<file path="src/logic_rotate_regs.svh">
// Purpose: Constants for the long-addressed logic and rotate datapath.
// Assumes: 8-bit data memory bytes, one carry and one zero flag.
`ifndef LOGIC_ROTATE_REGS_SVH
`define LOGIC_ROTATE_REGS_SVH
`define LRD_DATA_W 8
`define LRD_ADDR_W 8
`define LRD_MSB 7
`define LRD_ACC_RST 8'h00
`define LRD_FLAG_RST 1'b0
`endif
</file>
<file path="src/logic_rotate_pkg.sv">
// Purpose: Types for the logic and rotate datapath.
// Assumes: Nothing beyond the constants header.
// Notes: Opcode codes are left to the tool.
`default_nettype none
package logic_rotate_pkg;
	typedef enum logic [2:0] {
		opNone,
		opStoreAccLong,
		opOrIntoAccLong,
		opOrIntoMemLong,
		opRotateLeftMemLong,
		opRotateLeftToAccLong,
		opRotateLeftCarryLong
	} op_t;
	typedef enum logic [1:0] {stIdle, stRead, stExec} state_t;
endpackage : logic_rotate_pkg
`default_nettype wire

</file>
<file path="src/data_mem.sv">
// Purpose: Small synchronous data memory with registered read data.
// Assumes: One shared port; a write cycle also reads out the old byte at that address.
// Notes: Read data appear the cycle after the read request.
`include "logic_rotate_regs.svh"
`default_nettype none
module data_mem #(
	parameter int DATA_W = `LRD_DATA_W,
	parameter int ADDR_W = `LRD_ADDR_W
) (
	input wire logic clk,
	input wire logic wrEn,
	input wire logic [ADDR_W-1:0] addr,
	input wire logic [DATA_W-1:0] wrData,
	output logic [DATA_W-1:0] rdData
);
	logic [DATA_W-1:0] mem [2**ADDR_W];
	always_ff @(posedge clk) begin
		if (wrEn) begin
			mem[addr] <= wrData;
		end
		rdData <= mem[addr];
	end
endmodule : data_mem
`default_nettype wire

</file>
<file path="src/logic_rotate_datapath.sv">
// Purpose: Executes store, OR and left-rotate instructions on a data memory byte.
// Assumes: One instruction is accepted when start is high and busy is low.
// Notes: Each instruction takes three cycles: read, execute, then done pulse.
`include "logic_rotate_regs.svh"
`default_nettype none
module logic_rotate_datapath
	import logic_rotate_pkg::*;
#(
	parameter int DATA_W = `LRD_DATA_W,
	parameter int ADDR_W = `LRD_ADDR_W
) (
	input wire logic clk,
	input wire logic rst_b,
	input wire logic start,
	input wire op_t op,
	input wire logic [ADDR_W-1:0] addr,
	output logic busy,
	output logic done,
	output logic [DATA_W-1:0] accumulator,
	output logic zeroFlag,
	output logic carryFlag
);
	logic rstSync1_b;
	logic rstSync_b;
	always_ff @(posedge clk or negedge rst_b) begin
		if (!rst_b) begin
			rstSync1_b <= 1'b0;
			rstSync_b <= 1'b0;
		end else begin
			rstSync1_b <= 1'b1;
			rstSync_b <= rstSync1_b;
		end
	end

	// Rotating left by one; the caller chooses what enters bit 0
	function automatic logic [DATA_W-1:0] rotl(
		input logic [DATA_W-1:0] v,
		input logic lsb
	);
		rotl = {v[DATA_W-2:0], lsb};
	endfunction : rotl

	// Zero test shared by both OR forms
	function automatic logic isZero(input logic [DATA_W-1:0] v);
		isZero = (v == '0);
	endfunction : isZero

	// Decodes: which instructions write the byte, load the accumulator or touch zero
	function automatic logic writesMem(input op_t o);
		unique case (o)
			opStoreAccLong,
			opOrIntoMemLong,
			opRotateLeftMemLong,
			opRotateLeftCarryLong: begin
				writesMem = 1'b1;
			end
			default: begin
				// The accumulator-only forms leave the byte as it was
				writesMem = 1'b0;
			end
		endcase
	endfunction : writesMem

	function automatic logic loadsAcc(input op_t o);
		unique case (o)
			opOrIntoAccLong,
			opRotateLeftToAccLong: begin
				loadsAcc = 1'b1;
			end
			default: begin
				loadsAcc = 1'b0;
			end
		endcase
	endfunction : loadsAcc

	function automatic logic touchesZero(input op_t o);
		unique case (o)
			opOrIntoAccLong,
			opOrIntoMemLong: begin
				touchesZero = 1'b1;
			end
			default: begin
				// Store and all rotates leave the zero flag alone
				touchesZero = 1'b0;
			end
		endcase
	endfunction : touchesZero

	function automatic logic [DATA_W-1:0] execResult(
		input op_t o,
		input logic [DATA_W-1:0] acc,
		input logic [DATA_W-1:0] mem,
		input logic cin
	);
		unique case (o)
			opOrIntoAccLong,
			opOrIntoMemLong: begin
				execResult = acc | mem;
			end
			opRotateLeftMemLong,
			opRotateLeftToAccLong: begin
				execResult = rotl(mem, mem[`LRD_MSB]);
			end
			opRotateLeftCarryLong: begin
				execResult = rotl(mem, cin);
			end
			default: begin
				execResult = acc;
			end
		endcase
	endfunction : execResult

	state_t state;
	state_t next_state;
	op_t curOp;
	op_t next_curOp;
	logic [ADDR_W-1:0] curAddr;
	logic [ADDR_W-1:0] next_curAddr;
	logic next_busy;
	logic next_done;
	logic [DATA_W-1:0] next_accumulator;
	logic next_zeroFlag;
	logic next_carryFlag;
	logic execStep;
	logic memWrEn;
	logic [DATA_W-1:0] memWrData;
	logic [DATA_W-1:0] memRdData;
	logic [DATA_W-1:0] result;

	data_mem #(.DATA_W(DATA_W), .ADDR_W(ADDR_W)) uMem (
		.clk(clk),
		.wrEn(memWrEn),
		.addr(curAddr),
		.wrData(memWrData),
		.rdData(memRdData)
	);

	// Control: one instruction walks idle, read, execute and back to idle
	always_comb begin
		next_state = state;
		next_curOp = curOp;
		next_curAddr = curAddr;
		next_busy = busy;
		next_done = 1'b0;
		unique case (state)
			stIdle: begin
				// A request while busy is dropped without trace; callers pace on done
				if (start && op != opNone) begin
					next_curOp = op;
					next_curAddr = addr;
					next_busy = 1'b1;
					next_state = stRead;
				end
			end
			stRead: begin
				// Memory read data are registered, so wait one cycle
				next_state = stExec;
			end
			stExec: begin
				next_state = stIdle;
				next_busy = 1'b0;
				next_done = 1'b1;
			end
			default: begin
				next_state = stIdle;
				next_busy = 1'b0;
			end
		endcase
	end

	always_ff @(posedge clk or negedge rstSync_b) begin
		if (!rstSync_b) begin
			state <= stIdle;
			curOp <= opNone;
			curAddr <= '0;
			busy <= 1'b0;
			done <= 1'b0;
		end else begin
			state <= next_state;
			curOp <= next_curOp;
			curAddr <= next_curAddr;
			busy <= next_busy;
			done <= next_done;
		end
	end

	// Memory port: the write lands at the same edge as done rises
	assign execStep = (state == stExec);
	assign result = execResult(curOp, accumulator, memRdData, carryFlag);
	assign memWrEn = execStep && writesMem(curOp);
	assign memWrData = result;

	// Accumulator and flags: only the execute step may change them
	always_comb begin
		next_accumulator = accumulator;
		next_zeroFlag = zeroFlag;
		next_carryFlag = carryFlag;
		if (execStep) begin
			if (loadsAcc(curOp)) begin
				next_accumulator = result;
			end
			if (touchesZero(curOp)) begin
				next_zeroFlag = isZero(result);
			end
			if (curOp == opRotateLeftCarryLong) begin
				// Carry takes the old top bit, not the top bit of the result
				next_carryFlag = memRdData[`LRD_MSB];
			end
		end
	end

	always_ff @(posedge clk or negedge rstSync_b) begin
		if (!rstSync_b) begin
			accumulator <= `LRD_ACC_RST;
			zeroFlag <= `LRD_FLAG_RST;
			carryFlag <= `LRD_FLAG_RST;
		end else begin
			accumulator <= next_accumulator;
			zeroFlag <= next_zeroFlag;
			carryFlag <= next_carryFlag;
		end
	end
endmodule : logic_rotate_datapath
`default_nettype wire

</file>
<file path="config.mk">
export PLATFORM = sky130hd
export DESIGN_NAME = logic_rotate_datapath
export DESIGN_NICKNAME = d
export VERILOG_FILES = /design/src/logic_rotate_pkg.sv /design/src/data_mem.sv /design/src/logic_rotate_datapath.sv
export VERILOG_INCLUDE_DIRS = /design/src /design/src/src
export SDC_FILE = /design/constraint.sdc
export NUM_CORES = 2
export LEC_CHECK = 0
export ABC_AREA = 1
export BUFFER_PORTS_ARGS = -buffer_cell sky130_fd_sc_hd__buf_4
export CORE_MARGIN = 2
export CORE_UTILIZATION = 57
export CTS_BUF_LIST = sky130_fd_sc_hd__clkbuf_16
export DETAILED_ROUTE_END_ITERATION = 16
export MAX_ROUTING_LAYER = met4
export PLACE_DENSITY = 0.74
export SYNTH_ARGS = -nofsm -noshare
export SYNTH_HDL_FRONTEND = slang
export SYNTH_SLANG_ARGS = --single-unit
export TNS_END_PERCENT = 5
</file>
<file path="constraint.sdc">
create_clock -name clk -period 1.2 [get_ports clk]
set_input_delay 0.06 -clock clk [delete_from_list [all_inputs] [get_ports clk]]
set_output_delay 0.06 -clock clk [all_outputs]
set_load 0.005 [all_outputs]
</file>
======== Word level (Yosys, flattened, before mapping) ========
Memories as Yosys holds them, arrays and structs flattened. A register that Yosys moved wholly into a read port is not among the register bits.
Cells that the tools add are included.
operators by class
  equality and inequality tests ........... 9
  mux-type cells .......................... 13
  bitwise gates (word level) .............. 2
  reduce and logical (&&, ||, !) cells .... 14
operators by type and width
  cell                  count
  $pmux W8 S3           1
  $reduce_and A2 Y1     5
  $eq A3 B3 Y1 const B  3
  $mux W1               9
  $logic_not A8 Y1      1
  $or A8 B8 Y8          1
  $eq A3 B2 Y1 const B  2
  $reduce_or A2 Y1      3
  $pmux W2 S2           1
  $reduce_or A4 Y1      1
  $eq A3 B1 Y1 const B  1
  $reduce_bool A3 Y1    1
  $eq A2 B1 Y1 const B  1
  $eq A2 B2 Y1 const B  1
  $logic_and A1 B1 Y1   2
  $logic_not A2 Y1      1
  $mux W2               1
  $ne A2 B2 Y1 const B  1
  $pmux W1 S2           1
  $not A1 Y1            1
word-level totals
  bits in registers ....................... 27
  RAM bits ................................ 2048
  input bits .............................. 14
  output and inout bits ................... 12
  logic and storage cells ................. 49
  memories kept ........................... 1
memories
  name      depth  bits a word  read ports  clocked after memory_dff  wr ports  RTL line        source
  uMem.mem  256    8            1           1                         1         data_mem.sv:16  logic [DATA_W-1:0] mem [2**ADDR_W];

======== Longest topological paths before layout ========
  depth in word-level cells ............... 6
  depth in mapped cells ................... 15
  depth with buffers taken out ............ 13

======== By module ========
A second synthesis with hierarchy kept.
second synthesis, totals
  cell total of the unflattened synthesis .. 8188
  area, all modules ....................... 86205.2 sq um
modules (own cells, without submodules)
  module                 instances  cells each  area each (sq um)  sequential area each (sq um)
  data_mem               1          8021        84856.4            61659.1
  logic_rotate_datapath  1          167         1348.8             675.6

======== Worst setup path after synthesis ========
Ideal clock, no wire load.
  path kind ............................... register -> register
  start ................................... reg curOp[2]
  end ..................................... mem uMem.mem[0][6] (netlist name) (data pin)
  setup time .............................. 774 ps
  data arrival time ....................... 3997 ps
  data required time ...................... 426 ps
  slack ................................... -3571 ps
  stages on the path, launching flop included .. 8
  buffers on the path ..................... 0
  period minus slack after synthesis ...... 4771 ps
  path through ............................ dfrtp_1 inv_1 nand3_1 nand2_1 nor2_1 inv_1 o21a_1 inv_1
on the way
  cells in the longest elaborated chain, start to end .. 3
  elaborated cells between the ends (all ways) .. 8
  classes of those cells .................. eq/ne: 5; mux: 1; reduce/logical: 2
RTL lines
  item                                          RTL line                      source
  from (decl)                                   logic_rotate_datapath.sv:115  op_t curOp;
  from (signal assigned)                        logic_rotate_datapath.sv:174  curOp <= opNone;
  from (signal assigned)                        logic_rotate_datapath.sv:180  curOp <= next_curOp;
  $eq A3 B3 Y1 or $eq A3 B2 Y1 (tied branches)  logic_rotate_datapath.sv:95   unique case (o)
  $reduce_or A2 Y1                              logic_rotate_datapath.sv:95
  $pmux W8 S3 *                                 logic_rotate_datapath.sv:95
  named net memWrData[6]                        logic_rotate_datapath.sv:126  logic [DATA_W-1:0] memWrData;
  to (decl)                                     data_mem.sv:16
The timed path passes the listed nets; every way through them passes the cells marked *.

==> results.json <==
{
  "p_leak_nw": 43.7,
  "wl_per_cell_um": 22.8,
  "cp.required_ns": 1.90,
  "synthToLayoutAreaGrowth_pct": 23.5,
  "fin_cells": 11102,
  "critical_path.top_delay_family": "buffers and inverters",
  "coreArea_sq_um": 150000,
  "ys_ff_latch": 2083,
  "internal_power_w": 0.152,
  "clock-sinks": 2083,
  "share_seq_of_total_power_pct": 41.2,
  "period_share_pct": 227,
  "worst_pin_slew_ns": 0.886,
  "cts_tree": "done",
  "grt_setup_unrepaired": "yes",
  "drive_gt1_share_pct": 17.5,
  "dr.pass1.iters": 6,
  "hp-class": "primary input to async pin",
  "vias_per_cell": 5.69,
  "dp_slack_ns": -1.91,
  "place.port_buffers": 25,
  "clkPwrFrac_pct": 27.0,
  "drv_cap": 0,
  "relSlewSlack_pct": 40.7,
  "dr_wl_met2_um": 119000,
  "grt_pass1_vias": 60524,
  "dr.max_layer_used": "met4",
  "netlist-cell-type-count": 24,
  "failed_checks": "setup timing",
  "cp_slowest_cell": "dfrtp_4",
  "crit_type": "register to register",
  "slew_viol_final": 0,
  "hold-worst-slack_ns": 0.0881,
  "met1Wirelength_um": 92500,
  "vias": 63221,
  "yosysWarnings": 0,
  "setup_tns_ns": -4173.52,
  "io_pins": 26,
  "ant_nets": 0,
  "cts_buffer_depth": 3,
  "status": "finished with violations",
  "dp_hpwl_um": 150000,
  "syn_inst": 8143,
  "synth_area_sq_um": 85900,
  "switchingPower_w": 0.0771,
  "nets": 8927,
  "grt_pass1_wl_um": 358000,
  "cp.arrival_ns": 3.42,
  "grt.total_usage_pct": 32.2,
  "routed_wl_um": 253000,
  "die_w_um": 392,
  "initial_core_util_pct": 57.4,
  "chipHeight_um": 392,
  "setup_violations": 4130,
  "max_freq_ghz": 0.368,
  "clock_skew_ns": 0.0407,
  "min_period_ns": 2.72,
  "synth_fp_nets": 8157,
  "routed-wl-met3_um": 28200,
  "p_sw_share_pct": 33.6,
  "synth.avg_cell_area_sq_um": 10.6,
  "drt_iter0_markers": 8052,
  "cts_buffers": 203,
  "clk_pin_slew_ns": 0.07,
  "final_common_cell": "nand2_1",
  "ctsRootBufferMaster": "clkbuf_16",
  "crit_path_end_kind": "register",
  "pwr_density_cell_nw_per_um2": 2160,
  "crit_fanout": 14,
  "drc": 0,
  "r2r_start": "curAddr[0]$_DFFE_PN0P_",
  "synth_seq_area_share_pct": 72.5,
  "finalHoldViolCount": 0,
  "overflow": 0,
  "final_cell_mix": "4700 x nand2_1, 2048 x edfxtp_1, 646 x buf_4",
  "dieArea_sq_um": 154000,
  "irDropWorstVdd_mv": 1.60,
  "crit_chain": "buf_12, buf_6, nor2_4, buf_12, buf_12, buf_4, clkbuf_16, nand2_1, nand2_1, o21ai_0, nand2_1, o21ai_2, nand2_2, buf_6, nor2_1, nor2_1, nor2_1, buf_4, nand2_2",
  "rows": 142,
  "worstSetupStartpoint": "curAddr[0]$_DFFE_PN0P_",
  "finalWorstSetupSlack_ns": -1.52,
  "worst_setup_path_start_kind": "register",
  "gp_congestion": 0.978,
  "htreeDepth": 4,
  "antenna_found_initial": 3,
  "cpPeakStageDelay_ns": 0.45,
  "placed_cells": 10577,
  "grt_max_degree": 84,
  "critPathBufInv": 8,
  "finalPower_w": 0.229,
  "clk-insertion-delay-late_ns": 0.86,
  "pwr-share-comb_pct": 31.8
}
## metal layers
metal  global-route usage, %  up-vias
met2                    50.3     3888
met3                    5.46      719
met4                    13.3        0
met5                       -        -
met1                    42.2    30246
li1                        -    28368
## Yosys cell counts, drive strengths merged
cell type  number  area [sq um]
buf           239          1170
edfxtp       2048         61500
a21oi          43           215
o21ai         189           946
conb            1          3.75
o21a            1          7.51
nand2        4815         18100
nor2          355          1340
nand3         191           956
clkinv          1          3.75
nand4           1          6.26
dfrtp          27           676
dfxtp           8           160
nor3            4          30.0
inv            40           150
clkbuf        180           676
## cell families after synthesis
group | count (synthesis) | synth area share (%)
AND/OR/NAND/NOR | 5366 | 23.8
flip-flops | 2083 | 72.5
buffers and inverters | 460 | 2.33
AO/OA/AOI/OAI | 233 | 1.36
other | 1 | 0.00436
## power by group through the flow
stage	Sequential, W	Clock (W)	Combinational [W]
global placement	0.0960	0	0.0624
global route	0.0945	0.0648	0.0772
floorplan	0.0897	0	0.0248
finish	0.0945	0.0619	0.0729
detailed placement	0.0960	0	0.0635
CTS	0.0945	0.0618	0.0660
## path summary, 6_finish.rpt
path	endpoint	slack, ns	cells after the start
min reg2reg	done$_DFF_PN0_	0.22	1
max in group asynchronous	curAddr[1]$_DFFE_PN0P_	0.75	1
min	rstSync1_b$_DFF_PN0_	0.09	3
max	uMem.rdData[4]$_DFF_P_	-1.52	19
min in group clk	curAddr[6]$_DFFE_PN0P_	0.11	4
max reg2reg	uMem.rdData[4]$_DFF_P_	-1.52	19
## final cells by class
class / count / area [sq um]
Inverter: 41 / 225
Clock buffer: 205 / 5130
Timing Repair inverter: 1 / 11.3
Clock inverter: 169 / 1290
Tap cell: 2016 / 2520
Antenna cell: 4 / 10.0
Fill cell: 9776 / 43600
Timing Repair Buffer: 983 / 11400
Multi-Input combinational cell: 5600 / 23200
Sequential cell: 2083 / 62300
## through the flow
step / area (sq um) / util (%)
6_report: 106000 / 70.9
5_1_grt: 106000 / 70.9
4_1_cts: 104000 / 69.1
3_5_place_dp: 95200 / 63.6
3_3_place_gp: 95200 / 63.6
2_1_floorplan: 86000 / -
## state kept, by name, summed over array words and instances, names as in the netlist, 2 cells and up
register	cells
curOp	3
uMem.mem	2048
state	2
curAddr	8
uMem.rdData	8
accumulator	8
## tightest hold or removal path, cell delays in order
cell and delay [ns]:
dlygate4sd3_1 0.53, buf_4 0.10, dlygate4sd3_1 0.57
## what timing repair did
item | CTS | global route
cloned | 9 | 42
pin swaps | 42 | 125
gates resized for setup | 239 | 372
buffers inserted | 42 | 45
hold buffers | 19 | 0
endpoints found under the setup margin | 4127 | 4136
endpoints found under the hold margin | 15 | 0
Note: power is estimated with default switching activity, not from simulation.
